<file path="src/inc/dcm_pkg.sv">
// package for the debug comparator match block
package dcm_pkg;
  // ****************************************
  // register offsets (byte addresses)
  // ****************************************
  localparam logic [11:0] CTRL_OFFS = 12'h110;
  localparam logic [11:0] DATA_OFFS = 12'h138;
  localparam logic [11:0] MASK_OFFS = 12'h13c;
  // ****************************************
  // control field positions
  // ****************************************
  localparam int COMP_EN_BIT  = 0;
  localparam int DIR_CHK_BIT  = 2;
  localparam int DIR_READ_BIT = 3;
  localparam int PC_SEL_BIT   = 5;
  localparam int MISMATCH_BIT = 6;
  localparam logic [7:0]  CTRL_WMASK = 8'h6d;
  localparam logic [7:0]  CTRL_RST   = 8'h00;
  localparam logic [31:0] DATA_RST   = 32'h0000_0000;
  localparam logic [31:0] MASK_RST   = 32'h0000_0000;
  localparam int NARROW_W = 16;
  // ****************************************
  // bus access carrier
  // ****************************************
  typedef struct packed {
    logic        valid;
    logic        pc_fetch;
    logic        read;
    logic        narrow;
    logic [31:0] addr;
    logic [31:0] data;
  } dcm_access_s;
endpackage

</file>
<file path="src/hdl/dcm_comparator.sv">
// debug comparator with apb register slave and match pulse
`timescale 1ns/10ps
module dcm_comparator #(
  parameter logic [31:0] MATCH_ADDR = 32'h0000_0000
) (
  input  wire logic                 pclk,
  input  wire logic                 presetn,
  input  wire logic                 clk_en,
  input  wire logic                 psel,
  input  wire logic                 penable,
  input  wire logic                 pwrite,
  input  wire logic [11:0]          paddr,
  input  wire logic [31:0]          pwdata,
  input  wire logic [3:0]           pstrb,
  output logic      [31:0]          prdata,
  output logic                      pready,
  output logic                      pslverr,
  input  wire logic                 dbg_armed,
  input  wire logic                 trace_active_flag,
  input  wire dcm_pkg::dcm_access_s bus_acc,
  output logic                      match_pulse
);
  // ****************************************
  // registers
  // ****************************************
  logic [7:0]  ctrl_reg, ctrl_next;
  logic [31:0] data_reg, data_next;
  logic [31:0] mask_reg, mask_next;
  logic [31:0] prdata_reg, prdata_next;
  logic        pready_reg, pready_next;
  logic        pslverr_reg, pslverr_next;
  logic        match_reg, match_next;
  logic        wr_ok, acc_phase, hit_ctrl, hit_data, hit_mask;
  logic [31:0] cmp_mask, diff;
  logic        dir_ok, data_eq, data_ok, addr_ok;

  // decode of the access phase
  assign acc_phase = psel && penable && !pready_reg;
  assign hit_ctrl  = paddr == dcm_pkg::CTRL_OFFS;
  assign hit_data  = paddr == dcm_pkg::DATA_OFFS;
  assign hit_mask  = paddr == dcm_pkg::MASK_OFFS;
  assign wr_ok     = !dbg_armed && !trace_active_flag;

  // ****************************************
  // register file next state
  // ****************************************
  always_comb begin
    ctrl_next    = ctrl_reg;
    data_next    = data_reg;
    mask_next    = mask_reg;
    prdata_next  = prdata_reg;
    pready_next  = 1'b0;
    pslverr_next = 1'b0;
    if (acc_phase) begin
      pready_next  = 1'b1;
      pslverr_next = !(hit_ctrl || hit_data || hit_mask);
      if (pwrite) begin
        if (wr_ok && hit_ctrl && pstrb[0]) begin
          ctrl_next = pwdata[7:0] & dcm_pkg::CTRL_WMASK;
        end
        for (int b = 0; b < 4; b++) begin
          if (wr_ok && pstrb[b] && hit_data) begin
            data_next[8*b +: 8] = pwdata[8*b +: 8];
          end
          if (wr_ok && pstrb[b] && hit_mask) begin
            mask_next[8*b +: 8] = pwdata[8*b +: 8];
          end
        end
      end else begin
        // reads are allowed at any time
        if (hit_ctrl) begin
          prdata_next = {24'h00_0000, ctrl_reg};
        end else if (hit_data) begin
          prdata_next = data_reg;
        end else if (hit_mask) begin
          prdata_next = mask_reg;
        end else begin
          prdata_next = 32'h0000_0000;
        end
      end
    end
  end

  // register file state
  always_ff @(posedge pclk or negedge presetn) begin
    if (!presetn) begin
      ctrl_reg    <= dcm_pkg::CTRL_RST;
      data_reg    <= dcm_pkg::DATA_RST;
      mask_reg    <= dcm_pkg::MASK_RST;
      prdata_reg  <= 32'h0000_0000;
      pready_reg  <= 1'b0;
      pslverr_reg <= 1'b0;
    end else if (clk_en) begin
      ctrl_reg    <= ctrl_next;
      data_reg    <= data_next;
      mask_reg    <= mask_next;
      prdata_reg  <= prdata_next;
      pready_reg  <= pready_next;
      pslverr_reg <= pslverr_next;
    end
  end

  // ****************************************
  // match evaluation
  // ****************************************
  // narrow accesses only look at the low half
  assign cmp_mask = bus_acc.narrow ?
                    {{(32-dcm_pkg::NARROW_W){1'b0}}, mask_reg[dcm_pkg::NARROW_W-1:0]} :
                    mask_reg;
  assign diff     = (bus_acc.data ^ data_reg) & cmp_mask;
  assign data_eq  = diff == 32'h0000_0000;
  assign data_ok  = ctrl_reg[dcm_pkg::MISMATCH_BIT] ? !data_eq : data_eq;
  assign dir_ok   = !ctrl_reg[dcm_pkg::DIR_CHK_BIT] ||
                    (bus_acc.read == ctrl_reg[dcm_pkg::DIR_READ_BIT]);
  assign addr_ok  = bus_acc.addr == MATCH_ADDR;

  // combine qualifiers into the next match value
  always_comb begin
    match_next = 1'b0;
    if (ctrl_reg[dcm_pkg::COMP_EN_BIT] && bus_acc.valid && addr_ok) begin
      if (ctrl_reg[dcm_pkg::PC_SEL_BIT]) begin
        match_next = bus_acc.pc_fetch;
      end else begin
        match_next = !bus_acc.pc_fetch && dir_ok && data_ok;
      end
    end
  end

  // registered one cycle match pulse
  always_ff @(posedge pclk or negedge presetn) begin
    if (!presetn) begin
      match_reg <= 1'b0;
    end else if (clk_en) begin
      match_reg <= match_next;
    end
  end

  assign prdata      = prdata_reg;
  assign pready      = pready_reg;
  assign pslverr     = pslverr_reg;
  assign match_pulse = match_reg;

  // ****************************************
  // assertions
  // ****************************************
  ctrl_lock_a: assert property (@(posedge pclk) disable iff (!presetn)
    (clk_en && (dbg_armed || trace_active_flag)) |=> $stable(ctrl_reg))
    else $error("control changed while locked");
  data_lock_a: assert property (@(posedge pclk) disable iff (!presetn)
    (clk_en && (dbg_armed || trace_active_flag)) |=> $stable(data_reg))
    else $error("data changed while locked");
  mask_lock_a: assert property (@(posedge pclk) disable iff (!presetn)
    (clk_en && (dbg_armed || trace_active_flag)) |=> $stable(mask_reg))
    else $error("mask changed while locked");
  disabled_nomatch_a: assert property (@(posedge pclk) disable iff (!presetn)
    (clk_en && !ctrl_reg[dcm_pkg::COMP_EN_BIT]) |=> !match_pulse)
    else $error("match while disabled");
  pc_match_a: assert property (@(posedge pclk) disable iff (!presetn)
    (clk_en && ctrl_reg[0] && ctrl_reg[5] && bus_acc.valid && bus_acc.pc_fetch
     && addr_ok) |=> match_pulse)
    else $error("pc match missed");
  dir_filter_a: assert property (@(posedge pclk) disable iff (!presetn)
    (clk_en && !ctrl_reg[5] && ctrl_reg[2] && bus_acc.read != ctrl_reg[3])
    |=> !match_pulse)
    else $error("wrong direction matched");
  eq_match_a: assert property (@(posedge pclk) disable iff (!presetn)
    (clk_en && ctrl_reg[0] && !ctrl_reg[5] && !ctrl_reg[2] && !ctrl_reg[6]
     && bus_acc.valid && !bus_acc.pc_fetch && addr_ok && diff == 32'h0)
    |=> match_pulse)
    else $error("equal data match missed");
  ready_pulse_a: assert property (@(posedge pclk) disable iff (!presetn)
    (clk_en && pready) |=> !pready)
    else $error("pready held over two cycles");
  cov_write_c: cover property (@(posedge pclk) disable iff (!presetn)
    psel && penable && pready && pwrite && hit_ctrl);
  cov_pc_c: cover property (@(posedge pclk) disable iff (!presetn)
    match_pulse && ctrl_reg[5]);
  cov_neq_c: cover property (@(posedge pclk) disable iff (!presetn)
    match_pulse && ctrl_reg[6] && !ctrl_reg[5]);
endmodule // dcm_comparator

</file>
<file path="config.mk">
export PLATFORM = sky130hd
export DESIGN_NAME = dcm_comparator
export DESIGN_NICKNAME = d
export VERILOG_FILES = /design/src/inc/dcm_pkg.sv /design/src/hdl/dcm_comparator.sv
export SDC_FILE = /design/constraint.sdc
export NUM_CORES = 1
export LEC_CHECK = 0
export BUFFER_PORTS_ARGS = -buffer_cell sky130_fd_sc_hd__buf_2
export CELL_PAD_IN_SITES_DETAIL_PLACEMENT = 1
export CELL_PAD_IN_SITES_GLOBAL_PLACEMENT = 1
export CORE_ASPECT_RATIO = 1.2
export CORE_MARGIN = 2
export CORE_UTILIZATION = 39
export CTS_CLUSTER_SIZE = 20
export DETAILED_ROUTE_END_ITERATION = 8
export GPL_ROUTABILITY_DRIVEN = 0
export HOLD_SLACK_MARGIN = 0.05
export PLACE_DENSITY_LB_ADDON = 0.1
export SLEW_MARGIN = 20
export SYNTH_ARGS = -nofsm -noshare
export SYNTH_HDL_FRONTEND = slang
export SYNTH_SLANG_ARGS = --single-unit
</file>
<file path="constraint.sdc">
create_clock -name pclk -period 2.66 [get_ports pclk]
set_input_delay 0.532 -clock pclk [delete_from_list [all_inputs] [get_ports pclk]]
set_output_delay 0.532 -clock pclk [all_outputs]
set_load 0.02 [all_outputs]
</file>
======== After elaboration in Yosys (flattened, before gate mapping) ========
Index checks and enable logic that the tools add are counted.
cells by class
  equal/unequal tests ..................... 4
  mux-type cells .......................... 9
  bitwise gates (word level) .............. 3
  reduce and logical (&&, ||, !) cells .... 43
operators with widths
  operator                                              number
  two-way mux 32 bit                                    4
  zero test 32 bit                                      2
  equality test 12 x 9 -> 1 bit, second input constant  3
  AND reduction 4 bit                                   9
  AND 32 bit                                            1
  bitwise XOR 32 bit                                    1
  logical AND 1 bit                                     21
  zero test 1 bit                                       7
  two-way mux 1 bit                                     5
  logical OR 1 bit                                      3
  AND reduction 3 bit                                   1
  equality test 1 bit                                   1
  inverter 1 bit                                        1
word-level totals
  bits in registers ....................... 104
  output and inout port bits .............. 35
  word-level logic and storage cells ...... 72

======== Logic depth before layout (Yosys ltp) ========
Gate-level depths: netlist of the first run.
  word-level depth ........................ 8
  gate-level depth with buffers ........... 7
  mapped depth without buffers ............ 6

======== Worst setup path after synthesis of the first run ========
Ideal clock, no wire load.
  path type ............................... input to register
  start point ............................. input paddr[1]
  end point ............................... register data_reg[0]
  library setup time ...................... 125 ps
  arrival time ............................ 2,457 ps
  required time ........................... 2,535 ps
  setup slack ............................. 78 ps
  stages .................................. 7
  cells stage by stage .................... or4_1 nor3_1 nand4b_1 nor3_2 and3_1 buf_2 mux2_2
on the way
  longest elaborated chain between the ends .. 3
RTL lines
  item                                  RTL line              source
  from (decl)                           dcm_comparator.sv:12  input wire logic [11:0] paddr,
  equality test 12 x 9 -> 1 bit         dcm_comparator.sv:40  assign hit_data = paddr == dcm_pkg::DATA_OFFS;
  logical AND 1 bit                     dcm_comparator.sv:62  if (wr_ok && pstrb[b] && hit_data) begin
  AND reduction 4 bit (no source line)  -
  to (signal assigned)                  dcm_comparator.sv:88  data_reg <= dcm_pkg::DATA_RST;
  to (signal assigned)                  dcm_comparator.sv:95  data_reg <= data_next;
  to (decl)                             dcm_comparator.sv:27  logic [31:0] data_reg, data_next;
Every way passes these cells.
A chain may end at the register's enable or synchronous reset.

======== Worst setup path in the final report of the first run ========
  start point ............................. input paddr[1]
  end point ............................... register data_reg[12]
The elaborated chain is that of the path after synthesis.

==> flow_summary.ini, run 1 <==
[routing]
first_iter_violations = 113
drt_wl_total_mm = 13.5
vias = 3811
detail-route-antenna-nets = 0
drt_pass1_iterations = 4
wire_per_inst_um = 18.4
avgViaCountPerCell = 5.19
drc_errors = 0

[die]
coreArea_sq_um = 12100
start_util = 0.397
die_y_um = 125
die_w_um = 105
io_pins = 159
die-area_sq_um = 13200
rows = 44

[timing]
finClkSkew_ns = 0.00589
fmax_mhz = 403
hold_viol = 0
rsz0062_at_grt = false
worstMarginPinSlew_ns = 0.531
finalSetupViolations = 0
relSlewSlack = 0.645
drv_slew = 0
period_needed_ns = 2.48
period_share = 0.934
holdWs_ns = 0.0945

[setup_path]
critPathLaunchType = input pin
required_ns = 2.89
reg2reg_from = data_reg[22]$_DFFE_PN0P_
path_class = input pin to flip-flop
crit_path_start = paddr[1]
worstPathArrival_ns = 2.72
path_max_fanout = 8
cp-end-kind = flip-flop

[placement]
dp_hpwl_mm = 10.1
dpl.cell_count = 719
io_buffers = 158

[global_route]
grt_pass1_wl_mm = 21.8
antenna_found_initial = 1
grt_overflow_total = 0
grt_pass1_vias = 4218
grt_start_max_net_pins = 80
track_usage = 0.213

[cells_and_area]
area.growth.synth_to_final_pct = 31.1
antennaDiodeCount = 0
multi_input_area_sq_um = 2090
nets = 693
stdcell_count = 735
seqCellArea_sq_um = 2600
num-fill-cells = 1326
drive_gt1_frac = 0.476

[synth]
synthesis.area_sq_um = 4780
synth.distinct_cells = 35
synthCells = 394
synth-seq-cells = 104
synth_nets = 518
synth_area_leaders = dfrtp_1 54%, mux2_2 16%, a22oi_1 6.6%, xor2_1 6.0%, a21oi_1 2.9%
synth_area_per_cell_sq_um = 12.1
ys_warn_count = 0
synth_top_area_frac = 0.544
yosysTopAreaCell = dfrtp_1
yosysSeqAreaShare = 0.544

[clock_tree]
clk_pin_slew_ns = 0.07
ctsResizeCount = 0
cts_buffers = 9
cts_buffer_depth = 2
htreeDepth = 3
cts_sinks = 104
cts_tree = yes
post_cts_buffers = 0
worst_skew_pair.late_latency_ns = 0.35
clock-root-buffer = clkbuf_16
holdBufCountCts = 0

[power]
vdd_drop_max_mv = 0.354
leakagePower_nw = 3.15
power_density_nw_per_um2 = 604

[min_path]
hp-class = input pin to async pin

[flow_run]
maxCapViolations = 0

[outcome]
status = finished, final reports clean
[power by group]
group          switching (mW)  internal, mW
logic                   0.363         0.225
clock network           0.594         0.850
registers              0.0577          1.70
total                    1.02          2.77
[critical path: stages]
cell and delay, ns:
buf_2 0.09, or4_1 0.52, nor3_1 0.14, nand4b_1 0.12, buf_4 0.17, nor3_4 0.37, and3_1 0.26, buf_4 0.16
mux2_2 0.34
[synth_stat cells, drive strengths merged]
cell type	number
mux2	69
nor4b	2
a21oi	28
nor2	35
o2111ai	1
or2	1
nor4	7
xor2	33
or3	3
nor3	5
a22oi	42
a31oi	1
a32oi	2
nand4	3
and3	5
a211oi	1
o21ai	2
o2bb2ai	1
a221oi	6
clkbuf	5
or4	1
inv	9
buf	11
dfrtp	104
and2	1
nand3	8
a222oi	2
nand4b	1
nand2	4
a22o	1
[per-stage QoR]
stage,utilization,setup TNS [ns],setup slack (ns),power (mW),area [sq um]
4_1_cts,0.520,0,0.159,3.84,6270
2_1_floorplan,-,0,0.0778,2.07,4780
5_1_grt,0.520,0,0.0396,3.95,6270
6_report,0.520,0,0.177,3.79,6270
3_3_place_gp,0.493,-4.83,-0.143,2.37,5950
3_5_place_dp,0.493,-5.77,-0.168,2.39,5950
[layout by cell type (no fill, tap or decap), types with 3 or more instances in the layout]
cell	n
nand4_1	3
clkbuf_16	9
buf_4	18
xor2_1	33
buf_2	157
nor2_1	34
nor4_1	7
and3_1	5
mux2_2	69
a221oi_1	6
inv_1	9
nand2_1	4
or3_1	3
dfrtp_1	104
nor3_1	3
nand3_1	4
buf_12	5
a22oi_1	42
a21oi_1	28
nand3_2	4
[kinds of logic after synthesis]
kind of cell	after synthesis	share of synthesized area
buffers and inverters	25	0.0222
DFF	104	0.544
and+or+nand+nor	76	0.0863
muxes	69	0.162
AOI/OAI and AO/OA	87	0.125
xor gates and xnor gates	33	0.0604
[routing by layer]
metal	routed length, um	global-route usage	share of wire	vias up
met5	12	0	0.00089	-
met4	291	0.0761	0.022	2
met3	824	0.0511	0.061	22
met2	6670	0.367	0.49	129
met1	5710	0.260	0.42	1851
li1	-	-	-	1807
[worst paths after layout]
check                                           end  slack (ns)  depth (start not counted)
setup reg to reg            match_pulse$_DFFE_PN0P_        0.61                          6
hold / removal                prdata[8]$_DFFE_PN0P_        0.09                          1
min in group pclk                pready$_DFFE_PN0P_        0.42                          2
setup / recovery           data_reg[12]$_DFFE_PN0P_        0.18                          9
hold reg to reg                 pslverr$_DFFE_PN0P_        0.50                          1
max in group asynchronous        pready$_DFFE_PN0P_        1.82                          2
[final cells by class]
class,count,area share
tap,161,0.0321
timing repair buffer,180,0.163
inverter,9,0.00539
sequential,104,0.415
clock inverter,5,0.0128
clock buffer,11,0.0387
multi-input combinational,265,0.333
(Power assumes the default switching activity.)
==> run 2: changes to the inputs <==
--- a/config.mk
+++ b/config.mk
@@ -16,6 +16,7 @@
 export GPL_ROUTABILITY_DRIVEN = 0
 export HOLD_SLACK_MARGIN = 0.05
 export PLACE_DENSITY_LB_ADDON = 0.1
+export RECOVER_POWER = 50
 export SLEW_MARGIN = 20
 export SYNTH_ARGS = -nofsm -noshare
 export SYNTH_HDL_FRONTEND = slang
==> flow_summary.ini, run 2 (synthesis results as in run 1) <==
[clock_tree]
worst_skew_pair.late_latency_ns = 0.35
cts_tree = yes
cts_sinks = 104
clock-root-buffer = clkbuf_16
ctsResizeCount = 0
htreeDepth = 3
cts_buffer_depth = 2
cts_buffers = 9
clk_pin_slew_ns = 0.07
holdBufCountCts = 0
post_cts_buffers = 0

[cells_and_area]
area.growth.synth_to_final_pct = 30.5
layout_common_cells = 141 x buf_2, 104 x dfrtp_1, 69 x mux2_2
antennaDiodeCount = 0
final_core_util = 0.518
nets = 693
stdcell_count = 735
final_common_cell = buf_2
seqCellArea_sq_um = 2600
num-fill-cells = 1334
drive_gt1_frac = 0.444
multi_input_area_sq_um = 2090

[global_route]
track_usage = 0.213
grt_pass1_vias = 4218
grt_start_max_net_pins = 80
grt_pass1_wl_mm = 21.8
antenna_found_initial = 1
grt_overflow_total = 0

[outcome]
status = complete, but fails checks
violations = max-capacitance violations, max-slew violations

[timing]
post-route-worst-setup-slack_ns = 0.178
fmax_mhz = 403
hold_viol = 0
relSlewSlack = -0.0207
period_needed_ns = 2.48
worstMarginPinSlew_ns = 1.53
finClkSkew_ns = 0.00583
fin_setup_tns_ns = 0
finalSetupViolations = 0
drv_slew = 26
period_share = 0.933
rsz0062_at_grt = false

[die]
start_util = 0.397
io_pins = 159
rows = 44
die_y_um = 125
die_w_um = 105
die-area_sq_um = 13200
coreArea_sq_um = 12100

[power]
vdd_drop_max_mv = 0.354
intPower_mw = 2.76
switching_share = 0.269
switchingPower_mw = 1.01
clkPwrFrac = 0.383
p_seq_frac = 0.466
power_frac_comb = 0.151
power_density_nw_per_um2 = 604
power_mw = 3.77
leakagePower_nw = 3.10

[placement]
io_buffers = 158
dp_hpwl_mm = 10.1
dpl.cell_count = 719
dp_slack_ns = -0.168

[setup_path]
worstPathArrival_ns = 2.71
path_class = input pin to flip-flop
reg2reg_slack_ns = 0.61
required_ns = 2.89
cp-end-kind = flip-flop
path_max_fanout = 8
critPathLaunchType = input pin

[routing]
detail-route-antenna-nets = 0
first_iter_violations = 106
drt_wl_total_mm = 13.5
vias = 3827
drc_errors = 0
avgViaCountPerCell = 5.21
drt_pass1_iterations = 4
wire_per_inst_um = 18.4

[flow_run]
maxCapViolations = 1

[min_path]
hp-class = input pin to flip-flop
## run 2: final cells by class
class                   instances  share of cell area
flip-flops and latches        104               0.417
multi-input cells             265               0.335
repair buffers                180               0.159
clock buffers                  11              0.0389
well taps                     161              0.0323
clock inverters                 5              0.0128
inverters                       9             0.00541
## run 2: worst max-delay path: stages
cell and delay [ns]:
buf_2 0.09, or4_1 0.52, nor3_1 0.14, nand4b_1 0.12, buf_4 0.17, nor3_4 0.37
and3_1 0.26, buf_4 0.16, mux2_2 0.34
## run 2: metrics by stage
step	hold slack [ns]	cell area (sq um)
CTS	0.0974	6270
global placement	0.466	5950
floorplan	0.236	4780
finish	0.420	6240
global route	0.431	6240
detailed placement	0.475	5950
## run 2: metal layers
layer | track usage | vias to the layer above | part of all wire
li1 | - | 1807 | -
met1 | 0.260 | 1865 | 0.42
met2 | 0.367 | 131 | 0.49
met3 | 0.0511 | 22 | 0.062
met4 | 0.0761 | 2 | 0.021
met5 | 0 | - | 0.00089
## run 2: power groups by stage
stage	logic [mW]	clock network [mW]	registers, mW
2_1_floorplan	0.133	0	1.94
3_3_place_gp	0.584	0	1.79
3_5_place_dp	0.595	0	1.79
4_1_cts	0.599	1.48	1.76
5_1_grt	0.630	1.53	1.78
6_report	0.571	1.44	1.76
## run 2: worst paths after layout
path,start,to,depth (start not counted)
max,paddr[1],data_reg[12]$_DFFE_PN0P_,9
min,clk_en,pready$_DFFE_PN0P_,2
max reg2reg,data_reg[22]$_DFFE_PN0P_,match_pulse$_DFFE_PN0P_,6
min reg2reg,pslverr$_DFFE_PN0P_,pslverr$_DFFE_PN0P_,1
max in group asynchronous,presetn,pready$_DFFE_PN0P_,2
min in group asynchronous,presetn,prdata[8]$_DFFE_PN0P_,1
